$ cat config.mk
export PLATFORM = sky130hd
export DESIGN_NAME = fci_host_ctrl
export DESIGN_NICKNAME = d
export VERILOG_FILES = /design/src/rtl/fci_bus_cycle.v /design/src/rtl/fci_host_ctrl.v
export VERILOG_INCLUDE_DIRS = /design/src /design/src/rtl
export SDC_FILE = /design/constraint.sdc
export NUM_CORES = 1
export LEC_CHECK = 0
export BUFFER_PORTS_ARGS = -buffer_cell sky130_fd_sc_hd__buf_4
export CORE_ASPECT_RATIO = 1.1
export CORE_MARGIN = 4
export CORE_UTILIZATION = 50
export CTS_BUF_LIST = sky130_fd_sc_hd__clkbuf_8
export DETAILED_ROUTE_END_ITERATION = 16
export PLACE_DENSITY = 0.7
export SYNTH_ARGS = -nofsm -noshare
export SYNTH_HDL_FRONTEND = slang
export SYNTH_SLANG_ARGS = --single-unit
$ cat constraint.sdc
create_clock -name clk_sys -period 5.7 [get_ports clk_sys]
set_clock_uncertainty 0.2 [all_clocks]
set_input_delay 0.855 -clock clk_sys [delete_from_list [all_inputs] [get_ports clk_sys]]
set_output_delay 0.855 -clock clk_sys [all_outputs]
set_load 0.005 [all_outputs]
$ cat src/rtl/fci_defines.vh
`ifndef FCI_DEFINES_VH
`define FCI_DEFINES_VH
// Array geometry
`define FCI_ADDR_W        19
`define FCI_BLOCK_SEL_LSB 16
// Unlock cycle addresses and codes
`define FCI_UNLOCK_ADDR1  19'h05555
`define FCI_UNLOCK_ADDR2  19'h02AAA
`define FCI_UNLOCK_DATA1  8'hAA
`define FCI_UNLOCK_DATA2  8'h55
// Setup and confirm codes
`define FCI_CMD_RESET     8'hF0
`define FCI_CMD_IDREAD    8'h90
`define FCI_CMD_PROGRAM   8'hA0
`define FCI_CMD_ERASE     8'h80
`define FCI_CMD_CHIPCONF  8'h10
`define FCI_CMD_BLKCONF   8'h30
`define FCI_CMD_SUSPEND   8'hB0
`define FCI_CMD_RESUME    8'h30
`define FCI_CMD_PWRDOWN   8'hC0
// Host operation codes on opCode
`define FCI_OP_READ       3'h0
`define FCI_OP_RESET      3'h1
`define FCI_OP_IDREAD     3'h2
`define FCI_OP_PROGRAM    3'h3
`define FCI_OP_BLKERASE   3'h4
`define FCI_OP_CHIPERASE  3'h5
`define FCI_OP_SUSPEND    3'h6
`define FCI_OP_RESUME     3'h7
// Bus cycle timing: each strobe phase 120 ns at 20 ns clock
`define FCI_PHASE_NS      120
`define FCI_CLK_NS        20
`define FCI_PHASE_CYC     ((`FCI_PHASE_NS + `FCI_CLK_NS - 1) / `FCI_CLK_NS)
`endif

$ cat src/rtl/fci_bus_cycle.v
`timescale 1ns/10ps
`include "fci_defines.vh"
// One asynchronous bus cycle: setup, strobe low, strobe high, then idle.
module fci_bus_cycle #(
  parameter PHASE = `FCI_PHASE_CYC
) (
  // Clock and reset
  input  wire                   clk_sys,
  input  wire                   resetn,
  // Request
  input  wire                   start,
  input  wire                   isWrite,
  input  wire [`FCI_ADDR_W-1:0] addrIn,
  input  wire [7:0]             dataIn,
  // Completion
  output reg                    done,
  output reg  [7:0]             readData,
  // Pins
  output reg  [`FCI_ADDR_W-1:0] flashAddr,
  output reg                    chipSelN,
  output reg                    outGateN,
  output reg                    writeStrobeN,
  output reg  [7:0]             dqOut,
  output reg                    dqOe,
  input  wire [7:0]             dqSync
);
  localparam S_IDLE = 4'b0001;
  localparam S_SET  = 4'b0010;
  localparam S_STB  = 4'b0100;
  localparam S_HOLD = 4'b1000;
  reg [3:0] state;    // One-hot phase
  reg [7:0] cnt;      // Phase counter
  reg       wrMode;   // Latched direction
  ////////////////////////////////////////////////////////////////
  // Phase sequencer; address stands before strobe falls, data stays past rise
  always @(posedge clk_sys or negedge resetn)
  begin
    if (!resetn)
    begin
      state        <= S_IDLE;
      cnt          <= 8'h00;
      wrMode       <= 1'b0;
      done         <= 1'b0;
      readData     <= 8'h00;
      flashAddr    <= {`FCI_ADDR_W{1'b0}};
      chipSelN     <= 1'b1;
      outGateN     <= 1'b1;
      writeStrobeN <= 1'b1;
      dqOut        <= 8'h00;
      dqOe         <= 1'b0;
    end
    else
    begin
      done <= 1'b0;
      case (state)
        S_IDLE:
        begin
          if (start)
          begin
            // Address and data set up ahead of strobe edge
            wrMode    <= isWrite;
            flashAddr <= addrIn;
            dqOut     <= dataIn;
            dqOe      <= isWrite;
            chipSelN  <= 1'b0;
            cnt       <= PHASE[7:0];
            state     <= S_SET;
          end
        end
        S_SET:
        begin
          if (cnt == 8'h01)
          begin
            // Falling strobe captures the address
            writeStrobeN <= ~wrMode;
            outGateN     <= wrMode;
            cnt          <= PHASE[7:0];
            state        <= S_STB;
          end
          else
            cnt <= cnt - 8'h01;
        end
        S_STB:
        begin
          if (cnt == 8'h01)
          begin
            // Rising strobe captures data; sample read data before releasing gate
            writeStrobeN <= 1'b1;
            outGateN     <= 1'b1;
            readData     <= dqSync;
            cnt          <= PHASE[7:0];
            state        <= S_HOLD;
          end
          else
            cnt <= cnt - 8'h01;
        end
        S_HOLD:
        begin
          if (cnt == 8'h01)
          begin
            // Data held past the rising edge, then bus released
            dqOe     <= 1'b0;
            chipSelN <= 1'b1;
            done     <= 1'b1;
            state    <= S_IDLE;
          end
          else
            cnt <= cnt - 8'h01;
        end
        default:
          state <= S_IDLE;
      endcase
    end
  end
endmodule // fci_bus_cycle

$ cat src/rtl/fci_host_ctrl.v
// Contract
// - Commands need complete four or six writes; reset and id read here send three writes, suspend and resume one
// - Cycles 1,2,4,5 carry fixed unlock
// - Program: address and data on cycle four
// - Erase: second unlock, confirm on six
// - Address on strobe fall, data on rise
`timescale 1ns/10ps
`include "fci_defines.vh"
module fci_host_ctrl #(
  parameter PHASE    = `FCI_PHASE_CYC,
  parameter POLL_MAX = 32'd100000000
) (
  // Clock and reset
  input  wire                   clk_sys,
  input  wire                   resetn,
  // User request
  input  wire                   opValid,
  input  wire [2:0]             opCode,
  input  wire [`FCI_ADDR_W-1:0] opAddr,
  input  wire [7:0]             opData,
  output reg                    opReady,
  // User answer
  output reg                    respValid,
  output reg  [7:0]             respData,
  output reg                    respTimeout,
  // Flash pins
  output wire [`FCI_ADDR_W-1:0] byteAddressLines,
  output wire                   chipSelN,
  output wire                   outGateN,
  output wire                   writeStrobeN,
  output wire [7:0]             bidirDataLinesOut,
  output wire                   bidirDataLinesOe,
  input  wire [7:0]             bidirDataLinesIn
);
  localparam S_IDLE = 5'b00001;
  localparam S_SEQ  = 5'b00010;
  localparam S_WAIT = 5'b00100;
  localparam S_POLL = 5'b01000;
  localparam S_DONE = 5'b10000;
  reg [4:0]             state;       // One-hot control state
  reg [2:0]             idx;         // Current write cycle index
  reg [2:0]             nCyc;        // Writes in this sequence
  reg [2:0]             op;          // Latched operation
  reg [`FCI_ADDR_W-1:0] addrQ;       // Latched target address
  reg [7:0]             dataQ;       // Latched data
  reg                   started;     // Bus cycle launched
  reg                   cycRead;     // Current cycle is a read
  reg [7:0]             prevPoll;    // Previous status read
  reg                   havePrev;    // First poll read taken
  reg [31:0]            pollCnt;     // Poll time budget
  reg [7:0]             dqMeta;      // Synchroniser stage one
  reg [7:0]             dqSync;      // Synchroniser stage two
  reg [`FCI_ADDR_W-1:0] cAddr;       // Address of this write
  reg [7:0]             cData;       // Data of this write
  wire                  cycDone;     // Bus cycle complete
  wire [7:0]            cycData;     // Bus cycle read data
  ////////////////////////////////////////////////////////////////
  // Pin input synchroniser, two stages before any use
  always @(posedge clk_sys or negedge resetn)
  begin
    if (!resetn)
    begin
      dqMeta <= 8'h00;
      dqSync <= 8'h00;
    end
    else
    begin
      dqMeta <= bidirDataLinesIn;
      dqSync <= dqMeta;
    end
  end
  ////////////////////////////////////////////////////////////////
  // Address and data of each write in the sequence
  always @*
  begin
    cAddr = `FCI_UNLOCK_ADDR1;
    cData = `FCI_UNLOCK_DATA1;
    case (idx)
      3'd0, 3'd3:
      begin
        // Unlock first half, same for every multi-write instruction except program's fourth write
        cAddr = `FCI_UNLOCK_ADDR1;
        cData = `FCI_UNLOCK_DATA1;
      end
      3'd1, 3'd4:
      begin
        // Unlock second half
        cAddr = `FCI_UNLOCK_ADDR2;
        cData = `FCI_UNLOCK_DATA2;
      end
      3'd2:
      begin
        // Setup code selects the operation
        cAddr = `FCI_UNLOCK_ADDR1;
        case (op)
          `FCI_OP_RESET:     cData = `FCI_CMD_RESET;
          `FCI_OP_IDREAD:    cData = `FCI_CMD_IDREAD;
          `FCI_OP_PROGRAM:   cData = `FCI_CMD_PROGRAM;
          `FCI_OP_BLKERASE:  cData = `FCI_CMD_ERASE;
          `FCI_OP_CHIPERASE: cData = `FCI_CMD_ERASE;
          default:           cData = `FCI_CMD_RESET;
        endcase
      end
      3'd5:
      begin
        // Erase confirm: block address or chip-wide
        cAddr = (op == `FCI_OP_BLKERASE) ? addrQ : `FCI_UNLOCK_ADDR1;
        cData = (op == `FCI_OP_BLKERASE) ? `FCI_CMD_BLKCONF : `FCI_CMD_CHIPCONF;
      end
      default:
      begin
        cAddr = addrQ;
        cData = dataQ;
      end
    endcase
    // Program target on the fourth write
    if (op == `FCI_OP_PROGRAM && idx == 3'd3)
    begin
      cAddr = addrQ;
      cData = dataQ;
    end
    // Single-write suspend and resume
    if (op == `FCI_OP_SUSPEND)
    begin
      cAddr = addrQ;
      cData = `FCI_CMD_SUSPEND;
    end
    if (op == `FCI_OP_RESUME)
    begin
      cAddr = addrQ;
      cData = `FCI_CMD_RESUME;
    end
    // Plain reads use the user's address
    if (cycRead)
      cAddr = addrQ;
  end
  ////////////////////////////////////////////////////////////////
  // Shared bus cycle engine; keeps strobe timing in one place
  fci_bus_cycle #(
    .PHASE        (PHASE)
  ) u_cycle (
    .clk_sys      (clk_sys),
    .resetn       (resetn),
    .start        (started),
    .isWrite      (~cycRead),
    .addrIn       (cAddr),
    .dataIn       (cData),
    .done         (cycDone),
    .readData     (cycData),
    .flashAddr    (byteAddressLines),
    .chipSelN     (chipSelN),
    .outGateN     (outGateN),
    .writeStrobeN (writeStrobeN),
    .dqOut        (bidirDataLinesOut),
    .dqOe         (bidirDataLinesOe),
    .dqSync       (dqSync)
  );
  ////////////////////////////////////////////////////////////////
  // Command sequencer: whole sequences only, never abandoned midway
  always @(posedge clk_sys or negedge resetn)
  begin
    if (!resetn)
    begin
      state       <= S_IDLE;
      idx         <= 3'd0;
      nCyc        <= 3'd0;
      op          <= `FCI_OP_READ;
      addrQ       <= {`FCI_ADDR_W{1'b0}};
      dataQ       <= 8'h00;
      started     <= 1'b0;
      cycRead     <= 1'b0;
      prevPoll    <= 8'h00;
      havePrev    <= 1'b0;
      pollCnt     <= 32'd0;
      opReady     <= 1'b0;
      respValid   <= 1'b0;
      respData    <= 8'h00;
      respTimeout <= 1'b0;
    end
    else
    begin
      started   <= 1'b0;
      respValid <= 1'b0;
      case (state)
        S_IDLE:
        begin
          opReady <= 1'b1;
          if (opValid && opReady)
          begin
            opReady     <= 1'b0;
            op          <= opCode;
            addrQ       <= opAddr;
            dataQ       <= opData;
            idx         <= 3'd0;
            respTimeout <= 1'b0;
            started     <= 1'b1;
            // Only plain reads are single read cycles; id read is a three-write sequence
            cycRead     <= (opCode == `FCI_OP_READ);
            case (opCode)
              `FCI_OP_READ, `FCI_OP_SUSPEND, `FCI_OP_RESUME: nCyc <= 3'd1;
              `FCI_OP_RESET, `FCI_OP_IDREAD:                  nCyc <= 3'd3;
              `FCI_OP_PROGRAM:                                 nCyc <= 3'd4;
              default:                                         nCyc <= 3'd6;
            endcase
            state <= S_SEQ;
          end
        end
        S_SEQ:
        begin
          if (cycDone)
          begin
            if (idx + 3'd1 < nCyc)
            begin
              idx     <= idx + 3'd1;
              started <= 1'b1;
            end
            else if (cycRead)
            begin
              // Read result goes straight to the user
              respData  <= cycData;
              respValid <= 1'b1;
              state     <= S_IDLE;
            end
            else if (op == `FCI_OP_PROGRAM || op == `FCI_OP_BLKERASE ||
                     op == `FCI_OP_CHIPERASE || op == `FCI_OP_RESUME)
            begin
              // Engine runs alone; host only polls
              havePrev <= 1'b0;
              pollCnt  <= POLL_MAX;
              cycRead  <= 1'b1;
              started  <= 1'b1;
              state    <= S_POLL;
            end
            else
            begin
              respData  <= 8'h00;
              respValid <= 1'b1;
              state     <= S_IDLE;
            end
          end
        end
        S_POLL:
        begin
          if (cycDone)
          begin
            prevPoll <= cycData;
            havePrev <= 1'b1;
            // Toggle bit steady means engine idle: done
            if (havePrev && (cycData[6] == prevPoll[6]))
            begin
              respData  <= cycData;
              respValid <= 1'b1;
              state     <= S_IDLE;
            end
            else if (pollCnt == 32'd0)
            begin
              // Budget spent, well above typical; refused blocks end above on a steady toggle bit
              respTimeout <= 1'b1;
              respData    <= cycData;
              respValid   <= 1'b1;
              state       <= S_IDLE;
            end
            else
              started <= 1'b1;
          end
          if (pollCnt != 32'd0)
            pollCnt <= pollCnt - 32'd1;
        end
        default:
          state <= S_IDLE;
      endcase
    end
  end
endmodule // fci_host_ctrl

==> summary.md, run 1 <==
The signal on the critical path passes through ha_1, ha_1, inv_1, ha_1, nand2_1, o21ai_0, nand4_1, o311ai_0, o41ai_1. The number of port buffers works out to 82. The sequential cell area fraction in the yosys report is 55.2%, and the number of flip-flops and latches in the synthesized netlist is 155.

Total of fill cells in the finished design: 1,205. Net switching is 35.8% of the power. The synthesized design contains 0 enable-type register cells.

Net switching power of the design: 1.33 mW. The mean instance size in the synthesized netlist works out to 9.62 um^2. For the pin with the worst max-slew slack, the measured transition is 986 ps. For this run, the number of Yosys warnings is 0. In the final routed layout, each cell accounts on average for 15.2 um. For this run, the leading register cell type out of synthesis is sky130_fd_sc_hd__dfrtp_1.

The tools report the total count of hold-check failures in the final report as 0. The worst setup path is launched from a flop. The total buffers and inverters traversed by the critical path came out at 1. The flow ran to the end, and the final reports show no timing, DRC or antenna violations. Of all nets on the critical path, the largest fanout is 19. Including well taps, the total number of placed cells is 980. The post-layout net count is 863. For hold timing, the worst endpoint is dqSync[2]. The worst-case IR drop observed on VDD is 211 uV. The number of cell instances on the worst register-to-register path is 9.

CTS saw 155 sinks. The maximum clock frequency was 0.289 GHz. CTS root buffer: sky130_fd_sc_hd__clkbuf_8. The later-pin clock latency in the skew report is 450 ps, and the residual DRC count is 0. The worst register-to-register path has a setup slack of 2230 ps.

The capturing element type of the critical path was a flop. The area of combinational cells with multiple inputs was 2960 um^2. 83 I/O pins were placed. The tools report the arrival time reported for the critical path endpoint as 3570 ps.

The H-tree generated during clock tree synthesis spans 4 levels. Entering global routing, the biggest net connects 110 pins. The iteration-0 DRC count of the detailed router came out at 374.

In this run the critical register-to-register path is captured at pollCnt[7]. In this run the most critical hold path is launched from dqMeta[2]. The number of cells in the finished layout apart from fillers came out at 1,012.

The clock network is responsible for 23.3% of the overall power. For this configuration, the core starts out at a cell density of 51.1%. Ratio of total power to cell area: 449 nW/um^2.

The total global routing track utilization was 20.1%. The count of hold-fix buffers inserted at cts is 0, and the post-CTS clock slew at the launch and capture registers of the worst setup and hold paths is 80 ps. TritonCTS built the clock tree.

The tools report the combined flip-flop and latch cell area as 3880 um^2. Among the stages of the critical path, the cell type that occurs most often is sky130_fd_sc_hd__ha_1. The first global-routing pass estimated 26,200 um of wire.

The number of antenna violations at the first check in global routing is 0. For this design the static power due to leakage is 3.86 nW. The startpoint identified for the worst register-to-register timing path is idx[0]. In the final timing run, aggregate negative setup slack is 0 ps.

Kind of critical path: reg -> reg. The run gives 2230 ps as the setup slack after placement. The tools report the largest buffer count on any clock path as 2.

The minimum period implied by the final worst setup slack works out to 3470 ps. The data required time at the worst endpoint is 5810 ps, and the part of the power in registers is 46.5%. The relative slew slack was 34.3%. For this run, the detailed router's first-pass iteration total came to 4. In this design, the largest share of critical-path delay is due to compound AO/OA/AOI/OAI gates.

The power consumption was 3.72 mW; the number of setup violations in the final report was 0. Delay of the slowest critical-path stage: 800 ps. Counting instances, the worst hold path has a depth of 0.

After layout, the worst setup slack is 2230 ps. The residual antenna-violating net count after detailed routing was 0; the post-cts resize count was 0. The area of the core is 13,800 um^2.

The routed layout has 5,480 vias. The total overflow left after global routing is 0. The internal power of the cells totals 2.39 mW. The number of buffers inserted during clock tree synthesis was 17; the total nets after synthesis was 784. For the reported max-cap violation count, the log shows 0. The die is 132 um tall.

The cell area that synthesis handed to floorplanning was 7040 um^2. The final number of max-transition violations was 0. Among all stages on the critical path, the largest delay is contributed by sky130_fd_sc_hd__nand4_1.

The HPWL after detailed placement is 10,800 um, and the share of total power in combinational logic is 30.2%. The repair_antennas step left the layout with diodes totalling 0. Setup repair after global routing left no endpoint under its margin. Once the clock tree was built, the setup fixing pass inserted 0 buffers.

The post-synthesis async set-or-reset flop share was 100%. The die is 121 um wide. The die covers 16,100 um^2.

Of the cells placed in the final design, the portion with a size suffix greater than 1 is 18.2%. After detailed routing, the number of vias per cell comes to 5.42. The via count of the first global-routing pass was 5,467. In this run the core area contains 45 standard-cell rows. Area added between synthesis and finish: 17.6%. The type of the tightest min-delay check is reg -> reg. At the end of routability-driven placement, the weighted congestion stood at 0.831. The logs give 61 for the count of different cell masters after synthesis and 15,400 um for the routed wire length. In the finished design, the share of the clock period the worst path needs comes to 60.8%. In the synthesized netlist, the number of instances is 732.
==> stage by stage <==
stage	hold slack [ps]	util, %	cell area [um^2]
floorplan	131	-	7040
detailed placement	135	56.9	7850
global placement	132	56.9	7850
CTS	153	60.0	8280
finish	152	60.0	8280
global route	163	60.0	8280
==> how the worst max path moves through the flow <==
stage / cells past startpoint / slack (ps) / to / startpoint
after global routing: 9 / 1970 / pollCnt[7] / idx[0]
after global placement: 11 / 2390 / pollCnt[30] / idx[0]
after floorplan: 12 / 2650 / pollCnt[12] / idx[2]
final: 9 / 2230 / pollCnt[7] / idx[0]
after CTS: 9 / 2160 / pollCnt[7] / idx[0]
after detailed placement: 9 / 2230 / pollCnt[7] / idx[0]
==> cell usage after synthesis, drive strengths merged, types with 4 or more instances <==
library cell / n / area share (%)
nand2: 165 / 8.8
dfrtp: 150 / 53
nor2: 62 / 3.3
o21ai: 47 / 3.3
a21oi: 39 / 2.8
clkbuf: 25 / 1.3
inv: 24 / 1.3
nand3: 20 / 1.6
or4: 13 / 1.4
ha: 11 / 2.0
mux2: 11 / 1.8
xor2: 11 / 1.4
mux2i: 10 / 1.4
nor4: 10 / 0.89
or3: 10 / 0.89
nor3: 9 / 0.64
nand2b: 8 / 0.71
nand4: 8 / 0.71
o211ai: 8 / 0.85
o31ai: 8 / 0.92
a21o: 5 / 0.53
and3: 5 / 0.44
buf: 5 / 0.55
dfstp: 5 / 1.9
nor3b: 5 / 0.53
and2: 4 / 0.36
nand3b: 4 / 0.43
xnor2: 4 / 0.50
==> layer usage <==
| metal | track usage (%) | vias up | part of all wire (%) |
|---|---|---|---|
| li1 | - | 2690 | - |
| met1 | 25.8 | 2678 | 44 |
| met2 | 33.8 | 91 | 51 |
| met5 | 0 | - | 0 |
| met3 | 4.96 | 21 | 3.3 |
| met4 | 6.29 | 0 | 1.6 |
==> logic make-up (layout without fill, tap and decap cells) <==
family | after synthesis | after routing | synth area share, %
compound gates | 141 | 141 | 12.6
xor+xnor | 15 | 15 | 1.86
fa+ha+maj | 11 | 11 | 1.95
buf+inv | 54 | 146 | 3.16
flops | 155 | 155 | 55.2
mux | 21 | 21 | 3.18
simple gates | 335 | 335 | 22.1
==> state kept, by name, summed over array words and instances, names as in the netlist, 3 cells and up <==
register / cells
dqSync: 8
op: 3
u_cycle.flashAddr: 19
idx: 3
dataQ: 8
nCyc: 3
u_cycle.cnt: 8
pollCnt: 32
state: 3
dqMeta: 8
u_cycle.dqOut: 8
u_cycle.readData: 8
addrQ: 19
u_cycle.state: 4
respData: 8
==> cells in the final DEF, fill, tap and decap left out, types with 3 or more instances in the layout <==
master,netlist,layout
sky130_fd_sc_hd__nand3_1,19,19
sky130_fd_sc_hd__and3_1,5,5
sky130_fd_sc_hd__xnor2_1,4,4
sky130_fd_sc_hd__a22oi_1,3,3
sky130_fd_sc_hd__clkbuf_8,0,21
sky130_fd_sc_hd__nand2b_1,8,8
sky130_fd_sc_hd__inv_1,24,25
sky130_fd_sc_hd__clkinv_2,0,3
sky130_fd_sc_hd__o31ai_1,7,7
sky130_fd_sc_hd__nand4_1,8,8
sky130_fd_sc_hd__nand2_1,165,165
sky130_fd_sc_hd__o211ai_1,8,8
sky130_fd_sc_hd__dfrtp_1,150,150
sky130_fd_sc_hd__nor3_1,9,9
sky130_fd_sc_hd__or3_1,10,10
sky130_fd_sc_hd__buf_4,1,89
sky130_fd_sc_hd__dfstp_2,5,5
sky130_fd_sc_hd__o21a_1,3,3
sky130_fd_sc_hd__nor2b_1,3,3
sky130_fd_sc_hd__o311ai_0,3,3
sky130_fd_sc_hd__and2_1,4,4
sky130_fd_sc_hd__ha_1,11,11
sky130_fd_sc_hd__nand3b_1,4,4
sky130_fd_sc_hd__nor4_1,10,8
sky130_fd_sc_hd__a22o_1,3,3
sky130_fd_sc_hd__nor2_1,62,62
sky130_fd_sc_hd__or4_1,12,12
sky130_fd_sc_hd__a31oi_1,3,3
sky130_fd_sc_hd__a21oi_1,39,39
sky130_fd_sc_hd__bufinv_16,0,3
sky130_fd_sc_hd__mux2_2,11,11
sky130_fd_sc_hd__a21o_1,5,5
sky130_fd_sc_hd__xor2_1,11,11
sky130_fd_sc_hd__mux2i_1,10,10
sky130_fd_sc_hd__nor3b_1,5,5
sky130_fd_sc_hd__o21ai_0,47,47
==> area by class of cell <==
type	instances	share of cell area (%)
Sequential cell	155	46.9
Multi-Input combinational cell	523	35.8
Timing Repair Buffer	90	8.20
Clock buffer	21	3.49
Tap cell	188	2.84
Clock inverter	11	1.71
Inverter	24	1.09
==> power by group through the flow <==
stage	clock network [mW]	registers, mW	logic, mW
2_1_floorplan	0	1.66	0.769
3_3_place_gp	0	1.72	1.09
3_5_place_dp	0	1.74	1.13
4_1_cts	0.890	1.73	1.14
5_1_grt	0.942	1.78	1.28
6_report	0.867	1.73	1.12
Note: power is estimated with default switching activity, not from simulation.
==> inputs of run 2 (changes only) <==
- clock period: 5.7 -> 3.4 ns (I/O delays scaled with it)
==> summary.md, run 2 (synthesis results as in run 1) <==
In this run, CTS created clock tree buffers numbering 17. Area added between synthesis and finish: 20.4%. Across all hold checks on the routed design, the worst slack comes to 46.5 ps.

Measured in cells, the most critical reg-to-reg path has a length of 12. In the final layout, the registers with the most flip-flops are pollCnt: 32 flops, addrQ: 19 flops, u_cycle.flashAddr: 19 flops. Arrival time reported for the critical path endpoint: 3270 ps. The reported max-cap violation count came out at 0. Length of the first detailed-routing pass in iterations: 5. The critical path starts at idx[0]. The die is 121 um wide. Counting buffers and inverters, the worst setup path is 12 cells deep. The count of hold-fix buffers inserted at cts came out at 9. Ranked by flip-flop count, first place goes to pollCnt. The setup slack on the worst flop-to-flop path is 300 ps. The HPWL after detailed placement is 11,000 um.

Via count of the first global-routing pass: 5,477. For the first-pass GRT wire length, the log shows 26,600 um. Capturing element type of the critical path: a flop. The tools report the largest vdd supply drop as 410 uV.

The post-CTS clock slew at the launch and capture registers of the worst setup and hold paths was 80 ps. For the area of combinational cells with multiple inputs, the log shows 2950 um^2. The worst setup path is of the reg -> reg kind.

The flow ran to the end, and the final reports show no timing, DRC or antenna violations. The worst hold path begins at opAddr[0]. The top cell types in the final layout, fill and taps aside, are 165 x sky130_fd_sc_hd__nand2_1, 150 x sky130_fd_sc_hd__dfrtp_1, 104 x sky130_fd_sc_hd__buf_4.

The congestion estimate from routability-driven global placement came to 0.824. The logs give 0 for the number of setup violations in the final report and 887 for the post-layout net count. The number of buffers inserted to repair setup after CTS is 0, and the number of flip-flops under the largest register name is 32. After floorplanning, the core was sized to cover 13,800 um^2.

Commonest non-fill, non-tap cell in the layout: sky130_fd_sc_hd__nand2_1. Traced cell by cell, the critical path runs through ha_1, ha_1, inv_1, ha_1, nand2_1, o21a_1, o21ai_0, buf_4, nand4_1, buf_4, or4_1, a21oi_1. The tightest min-delay check is of the in -> reg type. The last element of the critical path was pollCnt[11]. The worst path meets setup with 303 ps of slack.

Sum of overflow across all layers after global routing: 0. The total global routing track utilization was 20.5%; the routed length per instance was 15.4 um. In the routed design, unresolved DRC markers number 0. At the pin with the least slew margin, the transition time is 824 ps. The final number of max-transition violations is 0.

Post-detailed-route via-to-cell ratio: 5.48. The number of clock sinks is 155, and the relative slew slack is 44.5%. TritonCTS built the clock tree. The worst register-to-register path ends at pollCnt[11]. The run gives 1,161 as the total of fill cells in the finished design. The die outline area was 16,100 um^2. During I/O placement, the number of pins put on the boundary was 83. For the total count of hold-check failures in the final report, the log shows 0. Setup repair after global routing left no endpoint under its margin. STA puts the critical path data required time at 3580 ps.

For the finished layout, the period the worst path requires is 3100 ps. Entering global routing, the biggest net connects 86 pins. The y dimension of the die was 132 um. The number of antenna violations at the first check in global routing was 0; the iteration-0 DRC count of the detailed router was 289. Buffers placed on the I/O ports in this run total 82. STA classifies the critical path startpoint as a flop. The run gives 4 as the H-tree depth. The worst path uses 91.1% of the clock period. In this run the core area contains 45 standard-cell rows. Cell at the slowest stage of the critical path: sky130_fd_sc_hd__dfrtp_1.

The largest single stage delay on the critical path is 470 ps. At the placement stage, the worst setup path has a slack of 361 ps. The category of cells accounting for the largest share of critical-path delay was adder cells. The most common cell type on the critical path is sky130_fd_sc_hd__ha_1. 0 antenna diodes ended up in the layout. The residual antenna-violating net count after detailed routing is 0, and the largest buffer count on any clock path is 2.

The combined flip-flop and latch cell area came out at 3880 um^2. Cells with a size suffix above 1 make up 19.3% of the layout. Summed over all cells, the static leakage comes to 3.97 nW.

In this run the worst path has a maximum fanout of 12. Wires add up to 15,900 um. Via total after detailed routing: 5,676.

The tools report the CTS root buffer as sky130_fd_sc_hd__clkbuf_8. For the worst-skew pair, the clock arrives at the later sink with an insertion delay of 450 ps. After routing, the total negative slack on setup checks comes to 0 ps.

The run gives 0 as the post-cts resize count. Together, buffers and inverters on the worst path number 3. The startpoint identified for the worst register-to-register timing path is idx[0]. Derived from the worst setup path, the maximum achievable clock frequency is 0.323 GHz. The ratio of total power to cell area was 744 nW/um^2; the starting utilization of the core area was 51.1%.
## run 2: area by class of cell
class	instances	area share, %
multi-input cells	523	34.8
inverters	24	1.06
clock inverters	13	2.08
clock buffers	19	3.08
repair buffers	114	10.4
well taps	188	2.77
flip-flops and latches	155	45.8
## run 2: worst min-delay path: stages
cell                      delay (ps)
sky130_fd_sc_hd__buf_4            70
sky130_fd_sc_hd__nand2_1          40
sky130_fd_sc_hd__nand2_1          50
## run 2: stage by stage
| stage | area, um^2 | total power, mW | util, % | std cells |
|---|---|---|---|---|
| finish | 8480 | 6.32 | 61.5 | 1036 |
| CTS | 8480 | 6.36 | 61.5 | 1036 |
| global placement | 7960 | 4.73 | 57.7 | 995 |
| floorplan | 7040 | 4.07 | - | 732 |
| global route | 8480 | 6.77 | 61.5 | 1036 |
| detailed placement | 7960 | 4.83 | 57.7 | 995 |
## run 2: how the worst min path moves through the flow
stage / endpoint / slack [ps] / depth (start not counted)
floorplan: addrQ[0] / 10 / 0
global placement: dqSync[1] / 130 / 0
detailed placement: dqSync[3] / 140 / 0
CTS: dataQ[5] / 10 / 3
global route: dataQ[5] / 20 / 3
finish: addrQ[0] / 50 / 3
## run 2: metal layers
layer | part of all wire, % | wire length, um | vias up | track usage (%)
met4 | 1.6 | 252 | 0 | 7.16
met2 | 52 | 8250 | 137 | 33.7
met1 | 42 | 6630 | 2772 | 26.9
met3 | 4.9 | 774 | 21 | 4.62
met5 | 0 | 0 | - | 0
li1 | - | - | 2746 | -
## run 2: where the power goes
group / internal (mW) / switching (mW) / total [mW]
registers: 2.41 / 0.496 / 2.91
logic: 0.816 / 1.09 / 1.91
clock network: 0.832 / 0.670 / 1.50
